$ cat src/core/pdm_pkg.sv
// package for the port d pin function mux: register map, fields, resets
// assumes a 32-bit ahb-lite bus; printed offsets are word indices
package pdm_pkg;

  // register word indices; byte address is four times the index
  localparam logic [13:0] IDX_PULL_DOWN    = 14'h0464;
  localparam logic [13:0] IDX_STRAP_PD     = 14'h046E;
  localparam logic [13:0] IDX_FUNC_SELECT  = 14'h0C0E;
  localparam logic [13:0] IDX_PIN_DATA     = 14'h0C10;
  localparam logic [13:0] IDX_STRAP_STATUS = 14'h0C11;

  // pin count and strap count
  localparam int PIN_COUNT   = 3;
  localparam int STRAP_COUNT = 9;

  // function field: two bits per pin, pin n at bits 2n+1..2n
  localparam int FUNC_WIDTH = 2;
  localparam logic [1:0] FUNC_GP_IN  = 2'h0;
  localparam logic [1:0] FUNC_GP_OUT = 2'h2;

  // field positions
  localparam int PULL_LSB      = 8;
  localparam int DIN_LSB       = 4;
  localparam int DOUT_LSB      = 0;
  localparam int STRAP_PD_LSB  = 0;

  // writable bits of each register
  localparam logic [15:0] FUNC_WMASK     = 16'h003F;
  localparam logic [15:0] PULL_WMASK     = 16'h0700;
  localparam logic [15:0] STRAP_PD_WMASK = 16'h01FF;
  localparam logic [15:0] DOUT_WMASK     = 16'h0007;

  // reset values
  localparam logic [15:0] FUNC_RST     = 16'h0000;
  localparam logic [15:0] PULL_RST     = 16'h0700;
  localparam logic [15:0] STRAP_PD_RST = 16'h01FF;
  localparam logic [15:0] DOUT_RST     = 16'h0000;

  // ahb-lite address phase carrier
  typedef struct packed {
    logic        hsel;
    logic [31:0] haddr;
    logic [1:0]  htrans;
    logic        hwrite;
    logic [2:0]  hsize;
  } pdm_ahb_req_t;

endpackage : pdm_pkg

$ cat src/core/pdm_sync.sv
// two flip-flop synchroniser for pin levels
// assumes inputs are asynchronous; no reset, so it tracks pins in reset
`timescale 1ns/1ps
module pdm_sync #(
  parameter int WIDTH = 1
) (
  input  wire logic             clock_in,
  input  wire logic [WIDTH-1:0] async_in,
  output logic      [WIDTH-1:0] sync_out
);

  logic [WIDTH-1:0] stage_one;

  // stage_one feeds only the second stage
  always_ff @(posedge clock_in) begin
    stage_one <= async_in;
    sync_out  <= stage_one;
  end

endmodule : pdm_sync

$ cat src/core/pdm_port_d_mux.sv
// port d pin function mux: three pins, pull-downs, config strap latch
// assumes one ahb-lite master, hready loops back from hreadyout
// Functional notes
// - pin 2 function at bits 5-4; 00b input by default, 10b output.
// - pin 1 function at bits 3-2; 00b input by default, 10b output.
// - pin 0 function at bits 1-0; 00b input by default, 10b output.
// - pull-down enables: pin 2 bit 10, pin 1 bit 9, pin 0 bit 8.
// - nine straps sampled at reset and held as configuration afterwards.
// - straps captured only at reset release; later changes are ignored.
// - strap pull-downs on out of reset; software may switch them off.
`timescale 1ns/1ps
module pdm_port_d_mux (
  input  wire logic                 clock_in,
  input  wire logic                 rst_in,
  input  wire pdm_pkg::pdm_ahb_req_t ahb_req_in,
  input  wire logic [31:0]          hwdata_in,
  input  wire logic                 hready_in,
  output logic                      hreadyout_out,
  output logic                      hresp_out,
  output logic      [31:0]          hrdata_out,
  input  wire logic [2:0]           port_d_pin_in,
  output logic      [2:0]           port_d_pin_out,
  output logic      [2:0]           port_d_pin_oe_n_out,
  output logic      [2:0]           port_d_pulldown_en_out,
  input  wire logic [8:0]           config_strap_inputs_in,
  output logic      [8:0]           config_strap_out,
  output logic      [8:0]           strap_pulldown_en_out
);

  logic [15:0] func_sel;
  logic [15:0] pull_down;
  logic [15:0] strap_pd;
  logic [15:0] pin_dout;
  logic [15:0] next_func_sel;
  logic [15:0] next_pull_down;
  logic [15:0] next_strap_pd;
  logic [15:0] next_pin_dout;
  logic        wr_pend;
  logic [13:0] wr_idx;
  logic        next_wr_pend;
  logic [13:0] next_wr_idx;
  logic [31:0] next_rdata;
  logic [2:0]  next_oe_n;
  logic [2:0]  pin_sync;
  logic [8:0]  strap_sync;
  logic        captured;
  logic [8:0]  next_strap;
  logic        xfer;

  pdm_sync #(
    .WIDTH (pdm_pkg::PIN_COUNT)
  ) u_pin_sync (
    .clock_in (clock_in),
    .async_in (port_d_pin_in),
    .sync_out (pin_sync)
  );

  pdm_sync #(
    .WIDTH (pdm_pkg::STRAP_COUNT)
  ) u_strap_sync (
    .clock_in (clock_in),
    .async_in (config_strap_inputs_in),
    .sync_out (strap_sync)
  );

  assign xfer = ahb_req_in.hsel && ahb_req_in.htrans[1] && hready_in;

  // register file: writes land at the end of the data phase
  always_comb begin
    next_func_sel  = func_sel;
    next_pull_down = pull_down;
    next_strap_pd  = strap_pd;
    next_pin_dout  = pin_dout;
    if (wr_pend) begin
      case (wr_idx)
        pdm_pkg::IDX_FUNC_SELECT: begin
          next_func_sel = hwdata_in[15:0] & pdm_pkg::FUNC_WMASK;
        end
        pdm_pkg::IDX_PULL_DOWN: begin
          next_pull_down = hwdata_in[15:0] & pdm_pkg::PULL_WMASK;
        end
        pdm_pkg::IDX_STRAP_PD: begin
          next_strap_pd = hwdata_in[15:0] & pdm_pkg::STRAP_PD_WMASK;
        end
        pdm_pkg::IDX_PIN_DATA: begin
          next_pin_dout = hwdata_in[15:0] & pdm_pkg::DOUT_WMASK;
        end
        default: begin
          next_pin_dout = pin_dout;
        end
      endcase
    end
  end

  // address phase capture and read mux; reads see a write just ending
  always_comb begin
    next_wr_pend = xfer && ahb_req_in.hwrite;
    next_wr_idx  = ahb_req_in.haddr[15:2];
    next_rdata   = 32'h00000000;
    if (xfer && !ahb_req_in.hwrite) begin
      case (ahb_req_in.haddr[15:2])
        pdm_pkg::IDX_FUNC_SELECT: begin
          next_rdata[15:0] = next_func_sel;
        end
        pdm_pkg::IDX_PULL_DOWN: begin
          next_rdata[15:0] = next_pull_down;
        end
        pdm_pkg::IDX_STRAP_PD: begin
          next_rdata[15:0] = next_strap_pd;
        end
        pdm_pkg::IDX_PIN_DATA: begin
          next_rdata[15:0] = next_pin_dout;
          next_rdata[pdm_pkg::DIN_LSB +: 3] = pin_sync;
        end
        pdm_pkg::IDX_STRAP_STATUS: begin
          next_rdata[8:0] = config_strap_out;
        end
        default: begin
          next_rdata = 32'h00000000;
        end
      endcase
    end
  end

  // driver enable per pin; reserved codes leave the driver off
  for (genvar i = 0; i < pdm_pkg::PIN_COUNT; i++) begin : g_pin
    assign next_oe_n[i] =
      next_func_sel[i*pdm_pkg::FUNC_WIDTH +: pdm_pkg::FUNC_WIDTH]
      != pdm_pkg::FUNC_GP_OUT;
  end

  // strap latch loads once, at first edge after release
  always_comb begin
    next_strap = captured ? config_strap_out : strap_sync;
  end

  always_ff @(posedge clock_in or posedge rst_in) begin
    if (rst_in) begin
      func_sel      <= pdm_pkg::FUNC_RST;
      pull_down     <= pdm_pkg::PULL_RST;
      strap_pd      <= pdm_pkg::STRAP_PD_RST;
      pin_dout      <= pdm_pkg::DOUT_RST;
      wr_pend       <= 1'b0;
      wr_idx        <= 14'h0000;
      hrdata_out    <= 32'h00000000;
      hreadyout_out <= 1'b1;
      hresp_out     <= 1'b0;
      port_d_pin_oe_n_out <= 3'h7;
      captured      <= 1'b0;
      config_strap_out <= 9'h000;
    end else begin
      func_sel      <= next_func_sel;
      pull_down     <= next_pull_down;
      strap_pd      <= next_strap_pd;
      pin_dout      <= next_pin_dout;
      wr_pend       <= next_wr_pend;
      wr_idx        <= next_wr_idx;
      hrdata_out    <= next_rdata;
      hreadyout_out <= 1'b1;
      hresp_out     <= 1'b0;
      port_d_pin_oe_n_out <= next_oe_n;
      captured      <= 1'b1;
      config_strap_out <= next_strap;
    end
  end

  // outputs are copies of register flops
  assign port_d_pin_out =
    pin_dout[pdm_pkg::DOUT_LSB +: pdm_pkg::PIN_COUNT];
  assign port_d_pulldown_en_out =
    pull_down[pdm_pkg::PULL_LSB +: pdm_pkg::PIN_COUNT];
  assign strap_pulldown_en_out =
    strap_pd[pdm_pkg::STRAP_PD_LSB +: pdm_pkg::STRAP_COUNT];

  for (genvar k = 0; k < pdm_pkg::PIN_COUNT; k++) begin : g_pin_chk

  end
endmodule : pdm_port_d_mux

$ cat config.mk
export PLATFORM = sky130hd
export DESIGN_NAME = pdm_port_d_mux
export DESIGN_NICKNAME = d
export VERILOG_FILES = /design/src/core/pdm_pkg.sv /design/src/core/pdm_sync.sv /design/src/core/pdm_port_d_mux.sv
export SDC_FILE = /design/constraint.sdc
export NUM_CORES = 1
export LEC_CHECK = 0
export BUFFER_PORTS_ARGS = -buffer_cell sky130_fd_sc_hd__buf_2
export CORE_ASPECT_RATIO = 1.1
export CORE_MARGIN = 2
export CORE_UTILIZATION = 46
export CTS_CLUSTER_DIAMETER = 120
export DETAILED_ROUTE_END_ITERATION = 10
export PLACE_DENSITY = 0.77
export SYNTH_ARGS = -nofsm -noshare
export SYNTH_HDL_FRONTEND = slang
export SYNTH_SLANG_ARGS = --single-unit
$ cat constraint.sdc
create_clock -name clock_in -period 3.1 [get_ports clock_in]
set_input_delay 0.62 -clock clock_in [delete_from_list [all_inputs] [get_ports clock_in]]
set_output_delay 0.62 -clock clock_in [all_outputs]
set_load 0.01 [all_outputs]
==> metrics.cfg, run 1 <==
[global_route]
antenna_found_initial=0
overflow=0
grt_pass1_wl_um=16100
grt.total_usage_pct=18.8
grt_start_max_net_pins=106
grt_pass1_vias=3194

[layout]
fin_area_um2=6020
drive_gt1_share_pct=37.1
diodes=0
regArea_um2=3130
final_nets=564
syn_to_final_growth_pct=22.2
multi_input_area_um2=1430
nFillCells=827

[setup_path]
cp.buffers_inverters=1
start_kind=flip-flop
critical_path.top_delay_family=simple AND/OR/NAND/NOR gates
cp_max_fo=11
cp_slowest_cell=nand4_1
path_class=reg2reg
cp.arrival_ns=2.76
slowest_delay_ns=0.47
end_kind=flip-flop
path_cells=nor3_1 > nand4_1 > buf_4 > mux2_2 > nor2b_1 > o31a_1
critPathRequiredTime_ns=3.40

[clock_tree]
clock_tree.buffer_depth=2
clock-sinks=129
post_cts_buffers=0
path_clk_slew_ns=0.06
tritoncts=done
hold_buffers=0
root_buffer=clkbuf_16
insertion_delay_ns=0.41
htreeDepth=4
cts_resized=0
cts_buffers=17

[timing]
setup_viol=0
final_hold_viol_count=0
slew-limit-headroom_pct=62.9
skew_ns=0.00938
setup_tns_ns=0
min_period_over_period_pct=79.4
rsz0062_at_grt=no
fmax_mhz=406
drv_slew=0
worst_pin_slew_ns=0.556
finalCriticalPeriod_ns=2.46

[placement]
placed_area_um2=5420
gp_congestion=0.797
port_buffers=85
dp.final_hpwl_um=6750

[logic_synthesis]
synth_cells=386
synthesis.area_um2=4930
synth_async_sr_flop_share_pct=81.4
synth.distinct_cells=45
ys_top_cells_by_area=dfrtp_1 46%, dfxtp_1 9.8%, dfstp_2 8.0%
ys_seq_area_share_pct=63.5
synth_edf_count=0
synth_top_area_share_pct=45.7
synth_ff_type=dfrtp_1
ys_ff_latch=129
yosys.area.top_type=dfrtp_1
yosysWarnings=0
syn_avg_cell_area_um2=12.8

[flow_run]
drv_cap=0

[die]
die_w_um=103
core_area_um2=10400
initial_core_util_pct=47.4
io_pins=147
dieArea_um2=11600
die_h_um=113
row_count=39

[power]
power-per-cell-area_nw_per_um2=647
ir_drop_v=0.000382
leakagePower_nw=3.09

[routing]
drc=0
drt-initial-drc-count=218
drtPass1Iterations=5
totalWireLength_um=9910
drtAntennaViolNets=0
dr_total_vias=3111
via_per_inst=4.91
routedWlPerCell_um=15.6

[hold_path]
hold_path.class=in2reg

[outcome]
outcome=finished clean

logic make-up after synthesis:
logic type,count (synthesis),share of synthesized area (%)
DFF,129,63.5
and+or+nand+nor,101,12.8
buffers and inverters,77,8.76
AOI/OAI and AO/OA,44,7.41
muxes,33,7.39
other,2,0.152
worst paths after layout:
path / startpoint / end / slack, ns / cells after the start
min in group asynchronous: rst_in / hrdata_out[10] / 0.33 / 3
max in group asynchronous: rst_in / config_strap_out[2] / 2.32 / 3
worst min register to register: u_pin_sync.stage_one[0] / u_pin_sync.sync_out[0] / 0.32 / 0
worst min-delay path: config_strap_inputs_in[3] / u_strap_sync.stage_one[3] / 0.30 / 1
worst max register to register: wr_idx[7] / hrdata_out[5] / 0.64 / 6
worst max-delay path: wr_idx[7] / hrdata_out[5] / 0.64 / 6
layout make-up:
type,instances,area share (%)
timing repair buffer,100,9.14
inverter,33,2.12
sequential,129,51.9
tap,143,2.97
clock buffer,24,9.08
clock inverter,8,0.977
multi-input combinational,197,23.8
cells in the mapped netlist (2+ instances only):
cell,n
dfrtp_1,90
nand2_1,37
buf_4,34
inv_1,33
dfxtp_1,24
mux2_2,24
o22ai_1,17
dfstp_2,15
and2_1,13
clkbuf_1,8
o31a_1,8
and2b_1,7
nor2b_1,7
mux2i_1,6
o21a_1,6
nand3b_1,4
nand4_1,4
a21oi_1,3
and3_1,3
mux2_1,3
nor2_1,3
o2111a_1,3
a32o_1,2
buf_6,2
conb_1,2
nand2_2,2
nand2b_1,2
nor4_4,2
nor4b_1,2
nor4bb_1,2
o41a_1,2
or2b_1,2
or4b_4,2
power breakdown:
| group | leakage, nW | internal [mW] | total, mW | switching (mW) |
|---|---|---|---|---|
| logic | 1.25 | 0.0712 | 0.171 | 0.0994 |
| clock network | 0.303 | 1.24 | 1.96 | 0.713 |
| registers | 1.54 | 1.74 | 1.77 | 0.0274 |
| total | 3.09 | 3.06 | 3.90 | 0.840 |
cells in the final DEF (no fill, tap or decap), types with 3 or more instances in the layout:
cell        n
dfstp_2    15
buf_2      85
clkbuf_16  21
and2b_1     7
dfxtp_1    24
mux2_2     24
o21a_1      6
o31a_1      8
and2_1     13
dfrtp_1    90
and3_1      3
mux2i_1     6
mux2_1      3
o22ai_1    17
nor2_1      3
o2111a_1    3
nor2b_1     7
nand3b_1    4
a21oi_1     3
inv_4       3
nand4_1     4
nand2_1    37
inv_1      32
conb_1     19
buf_4      14
stage by stage:
step                total power [mW]  cells  hold slack [ns]  worst slack [ns]  util (%)
floorplan                       1.92    403            0.310             0.688         -
global placement                1.96    602            0.310             0.372      52.1
detailed placement              1.97    602            0.312             0.333      52.1
CTS                             3.93    634            0.292             0.637      57.9
global route                    4.04    634            0.289             0.441      57.9
finish                          3.90    634            0.303             0.640      57.9
sequential cells by signal, indices dropped and copies added (netlist names):
register / count
func_sel: 16
u_pin_sync.sync_out: 3
wr_pend: 1
pin_dout: 13
hrdata_out: 16
port_d_pin_oe_n_out: 3
u_strap_sync.sync_out: 9
strap_pd: 16
u_strap_sync.stage_one: 9
captured: 1
wr_idx: 14
u_pin_sync.stage_one: 3
pull_down: 16
config_strap_out: 9
metal layers:
metal,vias up,GRT usage [%],routed length [um]
met3,18,4.98,561
li1,1441,-,-
met5,-,0,0
met4,0,9.87,183
met2,114,29.8,4930
met1,1538,23.5,4230
Note: power is estimated with default switching activity, not from simulation.
==> inputs of run 2 (changes only) <==
clock period = 2 ns   (was 3.1 ns; I/O delays follow)
==> run 2 against run 1 <==
Compared with the run above:
- the flow now finishes with violations (setup timing)
- maximum frequency increased by 19%
- routed wire length up 0.22%
- critical path type unchanged
- non-clock buffer count rose by 23
- setup slack got worse by 0.71 ns
- register-to-register slack got worse by 0.71 ns
- worst hold slack got worse by 0.21 ns
- first-iteration DRC count down 26%
- combinational power grew 67%
- largest power group unchanged
- clock skew is 0.0026 ns higher
- sequential power increased by 55%
- highest routed layer unchanged
==> metrics.cfg, run 2 (synthesized netlist as in run 1, its figures left out) <==
[outcome]
outcome=finished with violations
violations=setup timing

[hold_path]
holdPathStages=1  ; unchanged
hold_path.class=in2reg

[routing]
drtAntennaViolNets=0  ; unchanged
routedWlPerCell_um=15.1  ; -3.3%
drtPass1Iterations=4  ; -1
drc=0  ; unchanged
dr_total_vias=3160  ; +1.6%
via_per_inst=4.81  ; -2.0%
drt-initial-drc-count=162  ; -26%
totalWireLength_um=9940  ; +0.22%

[global_route]
grt_pass1_vias=3339  ; +4.5%
grt.total_usage_pct=19.0  ; +0.20 points
grt_pass1_wl_um=16700  ; +3.7%
globalRoute.busiestLayer=met2
antenna_found_initial=0  ; unchanged
overflow=0  ; unchanged
use_met2_pct=31.1  ; +1.3 points
grt_use_met3_pct=4.55  ; -0.44 points
use_met1_pct=24.5  ; +1.0 points
grt_start_max_net_pins=54  ; -49%

[layout]
regArea_um2=3130  ; unchanged
stdcell_count=657  ; +3.6%
final_nets=587  ; +4.1%
syn_to_final_growth_pct=27.9
nFillCells=822  ; -0.60%
diodes=0  ; unchanged
multi_input_area_um2=1480  ; +3.0%
final_cell_mix=90 x dfrtp_1, 85 x buf_2, 35 x nand2_1, 32 x inv_1, 29 x buf_4
layout_commonest_cell=dfrtp_1
fin_area_um2=6300  ; +4.7%
drive_gt1_share_pct=41.2  ; +4.2 points

[clock_tree]
clock_tree.buffer_depth=2  ; unchanged
clock-sinks=129  ; unchanged
root_buffer=clkbuf_16
cts_buffers=17  ; unchanged
htreeDepth=4  ; unchanged
insertion_delay_ns=0.41  ; about the same
path_clk_slew_ns=0.06  ; about the same
tritoncts=done

[timing]
finalCriticalPeriod_ns=2.07  ; -0.388 ns
rsz0062_at_grt=yes
fmax_mhz=483  ; +19%
skew_ns=0.0119  ; +0.00256 ns
min_period_over_period_pct=104  ; +24 points
worst_slack_ns=-0.0722  ; -0.712 ns
final_hold_viol_count=0  ; unchanged
setup_tns_ns=-0.205  ; -0.205 ns
setup_viol=5  ; +5
drv_slew=0  ; unchanged

[die]
core_area_um2=10400  ; unchanged
die_h_um=113  ; unchanged
row_count=39  ; unchanged
die_w_um=103  ; unchanged
initial_core_util_pct=47.4  ; unchanged
dieArea_um2=11600  ; unchanged
io_pins=147  ; unchanged

[setup_path]
start_kind=flip-flop
cp_max_fo=6  ; -5
critPathRequiredTime_ns=2.27  ; -1.13 ns
reg2reg_depth=6  ; unchanged
path_class=reg2reg
end_kind=flip-flop
cp.arrival_ns=2.34  ; -0.42 ns
rrSetupSlack_ns=-0.07  ; -0.71 ns

[power]
switching_power_mw=1.30  ; +54%
internal_power_mw=4.86  ; +59%
combPwrFrac_pct=4.6  ; +0.2 points
power-per-cell-area_nw_per_um2=977  ; +51%
leakagePower_nw=3.23  ; +4.4%
total_power_mw=6.16  ; +58%
p_sw_share_pct=21.1  ; -0.50 points
ir_drop_v=0.000678  ; +78%
power_frac_seq_pct=44.6  ; -0.8 points
p_clk_share_pct=50.8  ; +0.6 points

[placement]
placed_area_um2=5600  ; +3.5%
dpl_worst_slack_ns=-0.360  ; -0.693 ns
port_buffers=85  ; unchanged
dp.cells=622  ; +3.3%
dp.final_hpwl_um=7080  ; +5.0%
gp_congestion=0.806  ; +1.1%

[flow_run]
drv_cap=0  ; unchanged

==> run 2: metrics by stage <==
step	hold slack (ns)	utilization (%)
5_1_grt	0.0784	60.6
4_1_cts	0.0834	60.5
3_3_place_gp	0.311	53.9
6_report	0.0947	60.6
2_1_floorplan	0.310	-
3_5_place_dp	0.313	53.9
==> run 2: critical path: stages, from the launching register on <==
cell	delay, ns
dfrtp_1	0.39
nor4bb_2	0.36
nand4_1	0.18
buf_6	0.17
mux2_2	0.29
and2b_4	0.16
o41a_1	0.38
==> run 2: final timing paths <==
check / start / to
worst max-delay path: wr_idx[5] / hrdata_out[3]
worst min-delay path: port_d_pin_in[1] / u_pin_sync.stage_one[1]
worst max register to register: wr_idx[5] / hrdata_out[3]
worst min register to register: u_strap_sync.stage_one[7] / u_strap_sync.sync_out[7]
max in group asynchronous: rst_in / strap_pd[8]
min in group asynchronous: rst_in / hrdata_out[14]
==> run 2: repair_timing <==
action / 4_1_cts / 5_1_grt
setup endpoints to repair: 5 / 12
pin swaps: 6 / 5
endpoints found under the hold margin: 8 / 0
gates resized for setup: 10 / 3
setup buffers: 2 / 0
hold buffers: 1 / 0
==> run 2: per-layer routing <==
metal / up-vias / part of all wire, %
met5: - / 0
met4: 0 / 1.3
met3: 12 / 3.9
met2: 87 / 52
met1: 1573 / 43
li1: 1488 / -
==> run 2: power groups by stage <==
stage / clock network, mW / registers (mW) / logic, mW
after global routing: 3.32 / 2.76 / 0.319
final: 3.13 / 2.75 / 0.285
after global placement: 0 / 2.78 / 0.274
after CTS: 3.18 / 2.75 / 0.289
after detailed placement: 0 / 2.79 / 0.282
after floorplan: 0 / 2.79 / 0.185
==> run 2: area by class of cell <==
class	count	area share, %
flip-flops and latches	129	49.6
clock inverters	12	2.52
well taps	143	2.84
multi-input cells	197	23.4
clock buffers	20	7.25
inverters	33	2.03
repair buffers	123	12.3
